**src/verilog/tied_params.svh**
```systemverilog
// Offsets, field positions, reset values and divider masks of the block
`ifndef TIED_PARAMS_SVH
`define TIED_PARAMS_SVH
`define TIED_ADR_W 8
`define TIED_ADR_CTRL 8'h00
`define TIED_ADR_PRESC 8'h04
`define TIED_ADR_COMPARE 8'h08
`define TIED_ADR_COUNT 8'h0c
`define TIED_ADR_CAPT0 8'h10
`define TIED_ADR_CAPT1 8'h14
`define TIED_ADR_STATUS 8'h18
`define TIED_CTRL_RESET 8'h00
`define TIED_PRESC_RESET 2'h0
`define TIED_COMPARE_RESET 16'hffff
`define TIED_COUNT_RESET 16'h0000
`define TIED_COUNT_ONE 16'h0001
`define TIED_COUNT_MAX 16'hffff
`define TIED_ST_CAPT0 0
`define TIED_ST_CAPT1 1
`define TIED_ST_MATCH 2
`define TIED_ST_OVF 3
`define TIED_ST_W 4
`define TIED_DIV_MASK0 8'h03
`define TIED_DIV_MASK1 8'h0f
`define TIED_DIV_MASK2 8'h3f
`define TIED_DIV_MASK3 8'hff
`define TIED_NUM_IN 2
`endif

```
**src/verilog/tied_pkg.sv**
```systemverilog
// Types shared by the timer input edge detection block
package tied_pkg;
  // Valid edge selection of one capture input
  typedef enum logic [1:0] {
    TIED_EDGE_NONE = 2'h0,
    TIED_EDGE_RISE = 2'h1,
    TIED_EDGE_FALL = 2'h2,
    TIED_EDGE_BOTH = 2'h3
  } tied_edge_t;
  // Control register layout, bit 7 down to bit 0
  typedef struct packed {
    logic pin_is_output;
    tied_edge_t sel_second;
    tied_edge_t sel_first;
    logic capture_en;
    logic event_mode;
    logic run;
  } tied_ctrl_t;
  // Wishbone request as seen by the slave
  typedef struct packed {
    logic cyc;
    logic stb;
    logic we;
    logic [7:0] adr;
    logic [3:0] sel;
    logic [31:0] dat;
  } tied_wb_req_t;
endpackage

```
**src/verilog/tied_top.sv**
```systemverilog
// Timer with filtered input edge detection, capture and Wishbone registers
//
// The address map and register access over Wishbone were left to the implementer.
`timescale 1ns/1ps
`include "tied_params.svh"
// Functional notes
// - A high input after reset gives a rising edge as soon as counting starts.
// - A fall during a stop from high gives a falling edge on re-enable.
// - A rise during a stop from low gives a rising edge on re-enable.
// - As count clock the input is sampled on every peripheral clock.
// - As capture trigger the input is sampled at the prescaled count clock.
// - An edge counts only after the new level is seen on two samples.
// - The event count sits in the 16-bit counter and is read from there.
module tied_top (
  // Clock and reset
  input wire logic clock,
  input wire logic resetn,
  // Wishbone slave
  input wire logic wb_cyc_i,
  input wire logic wb_stb_i,
  input wire logic wb_we_i,
  input wire logic [7:0] wb_adr_i,
  input wire logic [3:0] wb_sel_i,
  input wire logic [31:0] wb_dat_i,
  output logic [31:0] wb_dat_o,
  output logic wb_ack_o,
  // Timer pins
  input wire logic first_capture_input,
  input wire logic shared_port_pin_i,
  output logic shared_port_pin_o,
  output logic shared_port_pin_oe
);
  // Register map, byte offsets on the bus:
  //   CTRL 0x00, PRESC 0x04, COMPARE 0x08, COUNT 0x0c (read only),
  //   CAPT0 0x10 and CAPT1 0x14 (read only), STATUS 0x18 (write 1 clears).
  // CTRL bits: 0 run, 1 event mode, 2 capture enable, 4:3 first edge,
  //   6:5 second edge, 7 shared pin as timer output.
  // PRESC picks the count clock as clock/4, /16, /64 or /256.

  // Bus side
  tied_pkg::tied_wb_req_t req;
  logic next_ack;
  logic [31:0] next_rdata;
  logic [31:0] wr_word;
  logic wr_stb;

  // Software-visible registers
  tied_pkg::tied_ctrl_t ctrl;
  tied_pkg::tied_ctrl_t next_ctrl;
  logic [1:0] prescaler_mode_setting;
  logic [1:0] next_presc;
  logic [15:0] first_compare_register;
  logic [15:0] next_compare;
  logic [`TIED_ST_W-1:0] status;
  logic [`TIED_ST_W-1:0] next_status;
  logic [`TIED_ST_W-1:0] st_set;
  logic [`TIED_ST_W-1:0] st_clr;

  // Counting, capture and timer output
  logic [15:0] timer_counter_16b;
  logic [15:0] next_count;
  logic [15:0] capt0;
  logic [15:0] next_capt0;
  logic [15:0] capt1;
  logic [15:0] next_capt1;
  logic timer_output_pin;
  logic next_out;
  logic next_pin_o;
  logic presc_tick;
  logic count_tick;
  logic match;
  logic wrap;

  // Per-input filter wiring
  logic [`TIED_NUM_IN-1:0] pins;
  logic [`TIED_NUM_IN-1:0] samp_en;
  logic [`TIED_NUM_IN-1:0] in_en;
  logic [`TIED_NUM_IN-1:0] edges;
  tied_pkg::tied_edge_t sels [`TIED_NUM_IN];

  // Merge a write into a word under the byte enables
  function automatic logic [31:0] merge(input logic [31:0] old,
                                        input logic [31:0] wdat,
                                        input logic [3:0] be);
    logic [31:0] res;
    res = old;
    for (int b = 0; b < 4; b++) begin
      if (be[b]) begin
        res[8*b +: 8] = wdat[8*b +: 8];
      end
    end
    return res;
  endfunction

  // Gather the bus request into one carrier
  always_comb begin
    req.cyc = wb_cyc_i;
    req.stb = wb_stb_i;
    req.we = wb_we_i;
    req.adr = wb_adr_i;
    req.sel = wb_sel_i;
    req.dat = wb_dat_i;
  end

  // Count clock divider
  tied_prescaler u_presc (
    .clock(clock),
    .resetn(resetn),
    .prescaler_mode_setting(prescaler_mode_setting),
    .tick(presc_tick)
  );

  // Per-input selection of pin, sampling rate, enable and edge
  always_comb begin
    // Second input shares its pin with the timer output
    pins[0] = first_capture_input;
    pins[1] = shared_port_pin_i;
    sels[0] = ctrl.sel_first;
    sels[1] = ctrl.sel_second;
    // Count clock input is sampled at the undivided clock
    samp_en[0] = ctrl.event_mode ? 1'b1 : presc_tick;
    samp_en[1] = presc_tick;
    in_en[0] = ctrl.run;
    // Shared pin as output gives no second edge at all
    in_en[1] = ctrl.run & ~ctrl.pin_is_output;
  end

  // One filter and edge detector per input
  generate
    for (genvar i = 0; i < `TIED_NUM_IN; i++) begin : g_in
      tied_filter u_filt (
        .clock(clock),
        .resetn(resetn),
        .sample_en(samp_en[i]),
        .enable(in_en[i]),
        .edge_sel(sels[i]),
        .pin(pins[i]),
        .level(),
        .edge_pulse(edges[i])
      );
    end
  endgenerate

  // Counter ticks on first input edges in event mode, else prescaler
  always_comb begin
    count_tick = ctrl.run & (ctrl.event_mode ? edges[0] : presc_tick);
    match = count_tick & (timer_counter_16b == first_compare_register);
    // Overflow only on a real wrap, never on a compare clear
    wrap = count_tick & ~match & (timer_counter_16b == `TIED_COUNT_MAX);
    next_count = timer_counter_16b;
    next_out = timer_output_pin;
    // A stopped counter sits at zero, so a restart counts from the start
    if (!ctrl.run) begin
      next_count = `TIED_COUNT_RESET;
    end else if (match) begin
      // Interval mode clears on compare match and toggles the output
      next_count = `TIED_COUNT_RESET;
      next_out = ~timer_output_pin;
    end else if (count_tick) begin
      next_count = timer_counter_16b + `TIED_COUNT_ONE;
    end
  end

  // Capture on filtered edges; first input only when not the count clock
  always_comb begin
    next_capt0 = capt0;
    next_capt1 = capt1;
    st_set = '0;
    if (ctrl.capture_en && !ctrl.event_mode && edges[0]) begin
      next_capt0 = timer_counter_16b;
      st_set[`TIED_ST_CAPT0] = 1'b1;
    end
    if (ctrl.capture_en && edges[1]) begin
      next_capt1 = timer_counter_16b;
      st_set[`TIED_ST_CAPT1] = 1'b1;
    end
    st_set[`TIED_ST_MATCH] = match;
    st_set[`TIED_ST_OVF] = wrap;
  end

  // Shared pin drives the timer output only when configured so; the level
  // is built from next values so that it turns off with the enable
  always_comb begin
    shared_port_pin_oe = ctrl.pin_is_output;
    next_pin_o = next_out & next_ctrl.pin_is_output;
  end

  // Bus slave: one wait cycle, ack drops the cycle after it was given
  always_comb begin
    next_ack = req.cyc & req.stb & ~wb_ack_o;
    wr_stb = next_ack & req.we;
  end

  // Register writes; compare may be written while running at user risk
  always_comb begin
    next_ctrl = ctrl;
    next_presc = prescaler_mode_setting;
    next_compare = first_compare_register;
    st_clr = '0;
    wr_word = '0;
    if (wr_stb) begin
      case (req.adr)
        // Only the low byte holds control bits; upper lanes are dropped
        `TIED_ADR_CTRL: begin
          wr_word = merge({24'h000000, ctrl}, req.dat, req.sel);
          next_ctrl = tied_pkg::tied_ctrl_t'(wr_word[7:0]);
        end
        // Divider select lives in the lowest lane only
        `TIED_ADR_PRESC: begin
          if (req.sel[0]) begin
            next_presc = req.dat[1:0];
          end
        end
        // Lanes merged under the byte enables; the upper half is ignored
        `TIED_ADR_COMPARE: begin
          wr_word = merge({16'h0000, first_compare_register},
                          req.dat, req.sel);
          next_compare = wr_word[15:0];
        end
        // Write one to clear; count and capture offsets are read only
        `TIED_ADR_STATUS: begin
          if (req.sel[0]) begin
            st_clr = req.dat[`TIED_ST_W-1:0];
          end
        end
        default: begin
          next_ctrl = ctrl;
        end
      endcase
    end
    // A flag set in the cycle of its clear stays set
    next_status = (status & ~st_clr) | st_set;
  end

  // Read mux; unmapped offsets read zero and are still acknowledged
  always_comb begin
    next_rdata = wb_dat_o;
    if (next_ack) begin
      case (req.adr)
        `TIED_ADR_CTRL: next_rdata = {24'h000000, ctrl};
        `TIED_ADR_PRESC: next_rdata = {30'h00000000,
                                       prescaler_mode_setting};
        `TIED_ADR_COMPARE: next_rdata = {16'h0000,
                                         first_compare_register};
        `TIED_ADR_COUNT: next_rdata = {16'h0000,
                                       timer_counter_16b};
        `TIED_ADR_CAPT0: next_rdata = {16'h0000, capt0};
        `TIED_ADR_CAPT1: next_rdata = {16'h0000, capt1};
        `TIED_ADR_STATUS: next_rdata = {28'h0000000, status};
        default: next_rdata = 32'h00000000;
      endcase
    end
  end

  // Bus response state; read data holds between acknowledges
  always_ff @(posedge clock or negedge resetn) begin
    if (!resetn) begin
      wb_ack_o <= 1'b0;
      wb_dat_o <= 32'h00000000;
    end else begin
      wb_ack_o <= next_ack;
      wb_dat_o <= next_rdata;
    end
  end

  // Configuration and status state
  always_ff @(posedge clock or negedge resetn) begin
    if (!resetn) begin
      ctrl <= tied_pkg::tied_ctrl_t'(`TIED_CTRL_RESET);
      prescaler_mode_setting <= `TIED_PRESC_RESET;
      first_compare_register <= `TIED_COMPARE_RESET;
      status <= '0;
    end else begin
      ctrl <= next_ctrl;
      prescaler_mode_setting <= next_presc;
      first_compare_register <= next_compare;
      status <= next_status;
    end
  end

  // Counting state and the registered timer output level
  always_ff @(posedge clock or negedge resetn) begin
    if (!resetn) begin
      timer_counter_16b <= `TIED_COUNT_RESET;
      timer_output_pin <= 1'b0;
      shared_port_pin_o <= 1'b0;
    end else begin
      timer_counter_16b <= next_count;
      timer_output_pin <= next_out;
      shared_port_pin_o <= next_pin_o;
    end
  end

  // Capture state; a capture register holds until the next capture
  always_ff @(posedge clock or negedge resetn) begin
    if (!resetn) begin
      capt0 <= `TIED_COUNT_RESET;
      capt1 <= `TIED_COUNT_RESET;
    end else begin
      capt0 <= next_capt0;
      capt1 <= next_capt1;
    end
  end
endmodule

```
**src/verilog/tied_prescaler.sv**
```systemverilog
// Count clock divider giving a one-cycle tick at the selected rate
`timescale 1ns/1ps
`include "tied_params.svh"
module tied_prescaler (
  // Clock and reset
  input wire logic clock,
  input wire logic resetn,
  // Rate select and tick
  input wire logic [1:0] prescaler_mode_setting,
  output logic tick
);
  logic [7:0] div_cnt;
  logic [7:0] next_div_cnt;
  logic [7:0] mask;
  logic next_tick;

  // Free-running divider; tick when the masked low bits wrap to zero
  always_comb begin
    next_div_cnt = div_cnt + 8'h01;
    case (prescaler_mode_setting)
      2'h0: mask = `TIED_DIV_MASK0;
      2'h1: mask = `TIED_DIV_MASK1;
      2'h2: mask = `TIED_DIV_MASK2;
      default: mask = `TIED_DIV_MASK3;
    endcase
    next_tick = ((next_div_cnt & mask) == 8'h00);
  end

  always_ff @(posedge clock or negedge resetn) begin
    if (!resetn) begin
      div_cnt <= 8'h00;
      tick <= 1'b0;
    end else begin
      div_cnt <= next_div_cnt;
      tick <= next_tick;
    end
  end
endmodule

```
**src/verilog/tied_filter.sv**
```systemverilog
// Two-sample noise filter and valid edge detector for one input
`timescale 1ns/1ps
module tied_filter (
  // Clock and reset
  input wire logic clock,
  input wire logic resetn,
  // Sampling and control
  input wire logic sample_en,
  input wire logic enable,
  input wire tied_pkg::tied_edge_t edge_sel,
  // Pin and results
  input wire logic pin,
  output logic level,
  output logic edge_pulse
);
  logic samp_a;
  logic prev;
  logic next_samp_a;
  logic next_level;
  logic next_prev;
  logic next_pulse;
  logic rise;
  logic fall;

  // Sampler runs even while stopped, so a level change made during the
  // stop is already filtered when the counter is enabled again
  always_comb begin
    next_samp_a = samp_a;
    next_level = level;
    if (sample_en) begin
      next_samp_a = pin;
      if (pin == samp_a) begin
        next_level = pin;
      end
    end
  end

  // Stored level is frozen while disabled and starts low after reset
  always_comb begin
    rise = level & ~prev;
    fall = ~level & prev;
    next_prev = enable ? level : prev;
    next_pulse = 1'b0;
    if (enable) begin
      case (edge_sel)
        tied_pkg::TIED_EDGE_RISE: next_pulse = rise;
        tied_pkg::TIED_EDGE_FALL: next_pulse = fall;
        tied_pkg::TIED_EDGE_BOTH: next_pulse = rise | fall;
        default: next_pulse = 1'b0;
      endcase
    end
  end

  always_ff @(posedge clock or negedge resetn) begin
    if (!resetn) begin
      samp_a <= 1'b0;
      level <= 1'b0;
      prev <= 1'b0;
      edge_pulse <= 1'b0;
    end else begin
      samp_a <= next_samp_a;
      level <= next_level;
      prev <= next_prev;
      edge_pulse <= next_pulse;
    end
  end
endmodule

```
**config.mk**
```make
export PLATFORM = sky130hd
export DESIGN_NAME = tied_top
export DESIGN_NICKNAME = d
export VERILOG_FILES = /design/src/verilog/tied_pkg.sv /design/src/verilog/tied_top.sv /design/src/verilog/tied_prescaler.sv /design/src/verilog/tied_filter.sv
export VERILOG_INCLUDE_DIRS = /design/src /design/src/verilog
export SDC_FILE = /design/constraint.sdc
export NUM_CORES = 1
export LEC_CHECK = 0
export BUFFER_PORTS_ARGS = -buffer_cell sky130_fd_sc_hd__buf_4
export CORE_UTILIZATION = 30
export DETAILED_ROUTE_END_ITERATION = 10
export PLACE_DENSITY = 0.58
export SYNTH_ARGS = -nofsm -noshare
export SYNTH_HDL_FRONTEND = slang
export SYNTH_SLANG_ARGS = --single-unit
```
**constraint.sdc**
```tcl
create_clock -name clock -period 3.6 [get_ports clock]
set_input_delay 0.18 -clock clock [delete_from_list [all_inputs] [get_ports clock]]
set_output_delay 0.18 -clock clock [all_outputs]
set_load 0.05 [all_outputs]
```
==> impl_metrics.csv <==
group,metric,value,unit
logic_synthesis,synth-simple-area-share,13.8,%
clocking,clk_path_buf_depth,2,
placement,dp_hpwl,9800,um
route,vias,4258,
placement,port-buffer-count,51,
timing,hold_slack,-0.00503,ns
power,ir_worst_vdd,293,uV
run_status,violations,"hold timing",
logic_synthesis,async_flop_share,100,%
logic_synthesis,netlist_area,0.00577,mm2
timing,fin_skew,0.00687,ns
critical_path,path_max_fanout,17,
die,coreArea,0.0188,mm2
critical_path,crit_arrival,2.73,ns
global_route,grt_pass1_wl,22600,um
timing,post-route-min-period,2.42,ns
run,maxCapViolations,0,
die,initial_core_util,30.8,%
logic_synthesis,synth_top_family_by_area,"simple AND/OR/NAND/NOR gates",
die,io_pins,86,
timing,worst_pin_slew,1.15,ns
global_route,antenna_found_initial,0,
placement,gp_congestion,0.794,
clocking,worstSkewPairLatency,0.41,ns
die,rows,50,
critical_path,start_kind,"flip-flop",
route,final_antenna_net_count,0,
clocking,cts_tree,"done",
die,fp.dieH,141,um
final_layout,fin_nets,638,
logic_synthesis,synth_compound_area_share,12.7,%
global_route,grt-ovfl-total,0,
timing,rsz0062_at_grt,"no",
logic_synthesis,synth_top_area_share,42.5,%
final_layout,area_growth,21.0,%
route,drc,0,
logic_synthesis,synth_area_leaders,"dfrtp_1 42%, mux2_2 11%, dfstp_2 7.3%",
logic_synthesis,yosys.area.top_type,"dfrtp_1",
logic_synthesis,ys_seq_elements,114,
critical_path,path_cells,"nand3b_2, clkinv_1, nand4_2, buf_4, mux2_2, or4b_2, o21ai_0",
route,totalWireLength,13900,um
critical_path,reg2reg_setup_slack,1.18,ns
critical_path,r2r_cells,7,
clocking,cts_root_buf,"clkbuf_16",
die,die_w,141,um
final_layout,nFillCells,1812,
timing,max_freq,0.414,GHz
critical_path,crit_type,"flip-flop to flip-flop",
final_layout,layout-drive-gt1-share,29.3,%
run_status,status,"finished with violations",
route,first_pass_iters,5,
route,wl_per_cell,16.8,um
global_route,grt_pass1_vias,4250,
critical_path,endpoint_kind,"flip-flop",
critical_path,cp.required,3.91,ns
min_path,hp-class,"input pin to asynchronous set/reset pin",
logic_synthesis,syn_inst,531,
power,switchingPower,0.686,mW
power,p_int,2.50,mW
logic_synthesis,synthAdderAreaFrac,1.52,%
logic_synthesis,synth_mux_area_share,13.0,%
critical_path,cpMaxStageDelayCell,"or4b_2",
clocking,cts.sinks,114,
logic_synthesis,synth_edf_count,0,
critical_path,timing.rr.end,"shared_port_pin_o",
final_layout,n_antenna_cell,0,
timing,hold_violations,1,
global_route,grt_max_degree,89,
power,switching_share,21.5,%
power,seqPwrFrac,40.9,%
clocking,post_cts_buffers,0,
critical_path,slowest_delay,0.57,ns
logic_synthesis,ys.warnings.count,0,
global_route,grtUsageTotal,14.9,%
die,die_area,0.0198,mm2
critical_path,r2r_start,"wb_ack_o",
timing,slew-limit-headroom,23.4,%
logic_synthesis,yosysSeqAreaShare,49.8,%
logic_synthesis,yosysUniqueCellTypes,62,
power,power_leakage,3.24,nW
power,power.total,3.18,mW
timing,final_max_slew_viol_count,0,
timing,period_share,67.2,%
logic_synthesis,synthFlopType,"dfrtp_1",
logic_synthesis,synth_xor_xnor_area_share,3.49,%
route,drt_iter0_drc,307,
logic_synthesis,synth.avg_cell_area,10.9,um2
power,clockPowerShare,54.1,%
timing,setup-tns-final,0,ns
clocking,h-tree-depth,4,
clocking,cts_buffers,17,
timing,finalSetupViolCount,0,
power,power_density,456,mW/mm2
clocking,path_clk_slew,0.05,ns
power,p_comb_share,5.1,%
route,vias_per_cell,5.15,
## what timing repair did
action / 4_1_cts / 5_1_grt
hold buffers: 8 / 0
gates resized for setup: 0 / 0
endpoints found under the hold margin: 8 / 0
## logic make-up after synthesis
kind of cell               Yosys count
AOI/OAI and AO/OA                  106
xor gates and xnor gates            23
adders and majority gates            7
buffers and inverters               66
DFF                                114
muxes                               68
other                                1
and+or+nand+nor                    146
## cell usage after synthesis (2+ instances only)
master      n
a31oi_1     6
and2_1      8
xor2_1     19
o311ai_0    2
o41ai_1     3
a211oi_1    4
nor3_1      4
o211a_1     3
xnor2_1     4
o22ai_1     2
buf_1       3
a21oi_1     8
nor2_1      8
and3_1      5
buf_2       4
nand4_2     3
nand3_1    15
or4_1       3
dfstp_2    16
a221oi_1    2
a21o_1      2
mux2i_1    10
o21ai_0    36
dfrtp_1    98
buf_4      17
ha_1        7
mux2_2     58
a222oi_1    8
a221o_1     2
nand4_1    10
a32o_1      2
nor2b_1     6
or3_1       3
nor4_1     10
a22oi_1     4
o2bb2ai_1   2
a21boi_0    8
a22o_1      5
inv_1      14
nand2_1    54
o21ai_1     2
nand2b_1    6
clkbuf_1   26
## area by class of cell
class,instances,area (um2),area share (%)
multi-input combinational,366,2630,37.7
tap,234,293,4.19
clock buffer,22,484,6.93
sequential,114,2870,41.1
inverter,15,56.3,0.806
clock inverter,10,130,1.86
timing repair buffer,66,515,7.38
## per-stage QoR
step / util (%) / cell area, um2 / worst slack (ns) / cells
finish: 37.2 / 6990 / 1.18 / 827
global route: 37.2 / 6990 / 0.984 / 827
CTS: 37.2 / 6990 / 1.16 / 827
detailed placement: 33.5 / 6290 / 1.17 / 787
global placement: 33.5 / 6290 / 1.25 / 787
floorplan: - / 5830 / 1.32 / 546
## placed cells by master (no fill, tap or decap), types with 14 or more instances in the layout
cell	instances
dfstp_2	16
clkbuf_16	17
nand3_1	15
o21ai_0	36
dfrtp_1	98
mux2_2	58
inv_1	14
buf_4	58
nand2_1	54
xor2_1	19
conb_1	16
## critical path: cells and delay by family (launching register included)
family / cells / cell delay [ns]
simple gates: 3 / 1.10
buf+inv: 2 / 0.49
flops: 1 / 0.36
mux: 1 / 0.25
compound gates: 1 / 0.11
## sequential cells by signal, summed over array words and instances, names as in the netlist, 4 cells and up
register and cells:
ctrl 7, capt1 16, status 4, timer_counter_16b 16
first_compare_register 16, u_presc.div_cnt 8, wb_dat_o 16, capt0 16
## layer usage
layer	vias up	part of all wire, %	GRT usage (%)
met4	0	1.2	5.03
met3	13	4.7	3.84
li1	2000	-	-
met5	-	0	0
met2	112	48	24.2
met1	2133	46	19.1
## power groups by stage
| stage | clock, mW | sequential [mW] | combinational (mW) |
|---|---|---|---|
| after floorplan | 0 | 1.32 | 0.0949 |
| after global placement | 0 | 1.32 | 0.153 |
| after detailed placement | 0 | 1.32 | 0.156 |
| after CTS | 1.75 | 1.30 | 0.164 |
| after global routing | 1.81 | 1.30 | 0.178 |
| final | 1.72 | 1.30 | 0.161 |
## how the worst max path moves through the flow
| stage | start | endpoint | cells after the start |
|---|---|---|---|
| floorplan | wb_ack_o | shared_port_pin_o | 6 |
| global placement | wb_ack_o | shared_port_pin_o | 7 |
| detailed placement | wb_ack_o | shared_port_pin_o | 7 |
| CTS | wb_ack_o | shared_port_pin_o | 7 |
| global route | wb_ack_o | status[3] | 6 |
| finish | wb_ack_o | shared_port_pin_o | 7 |
Power figures use the tool's default switching activity.
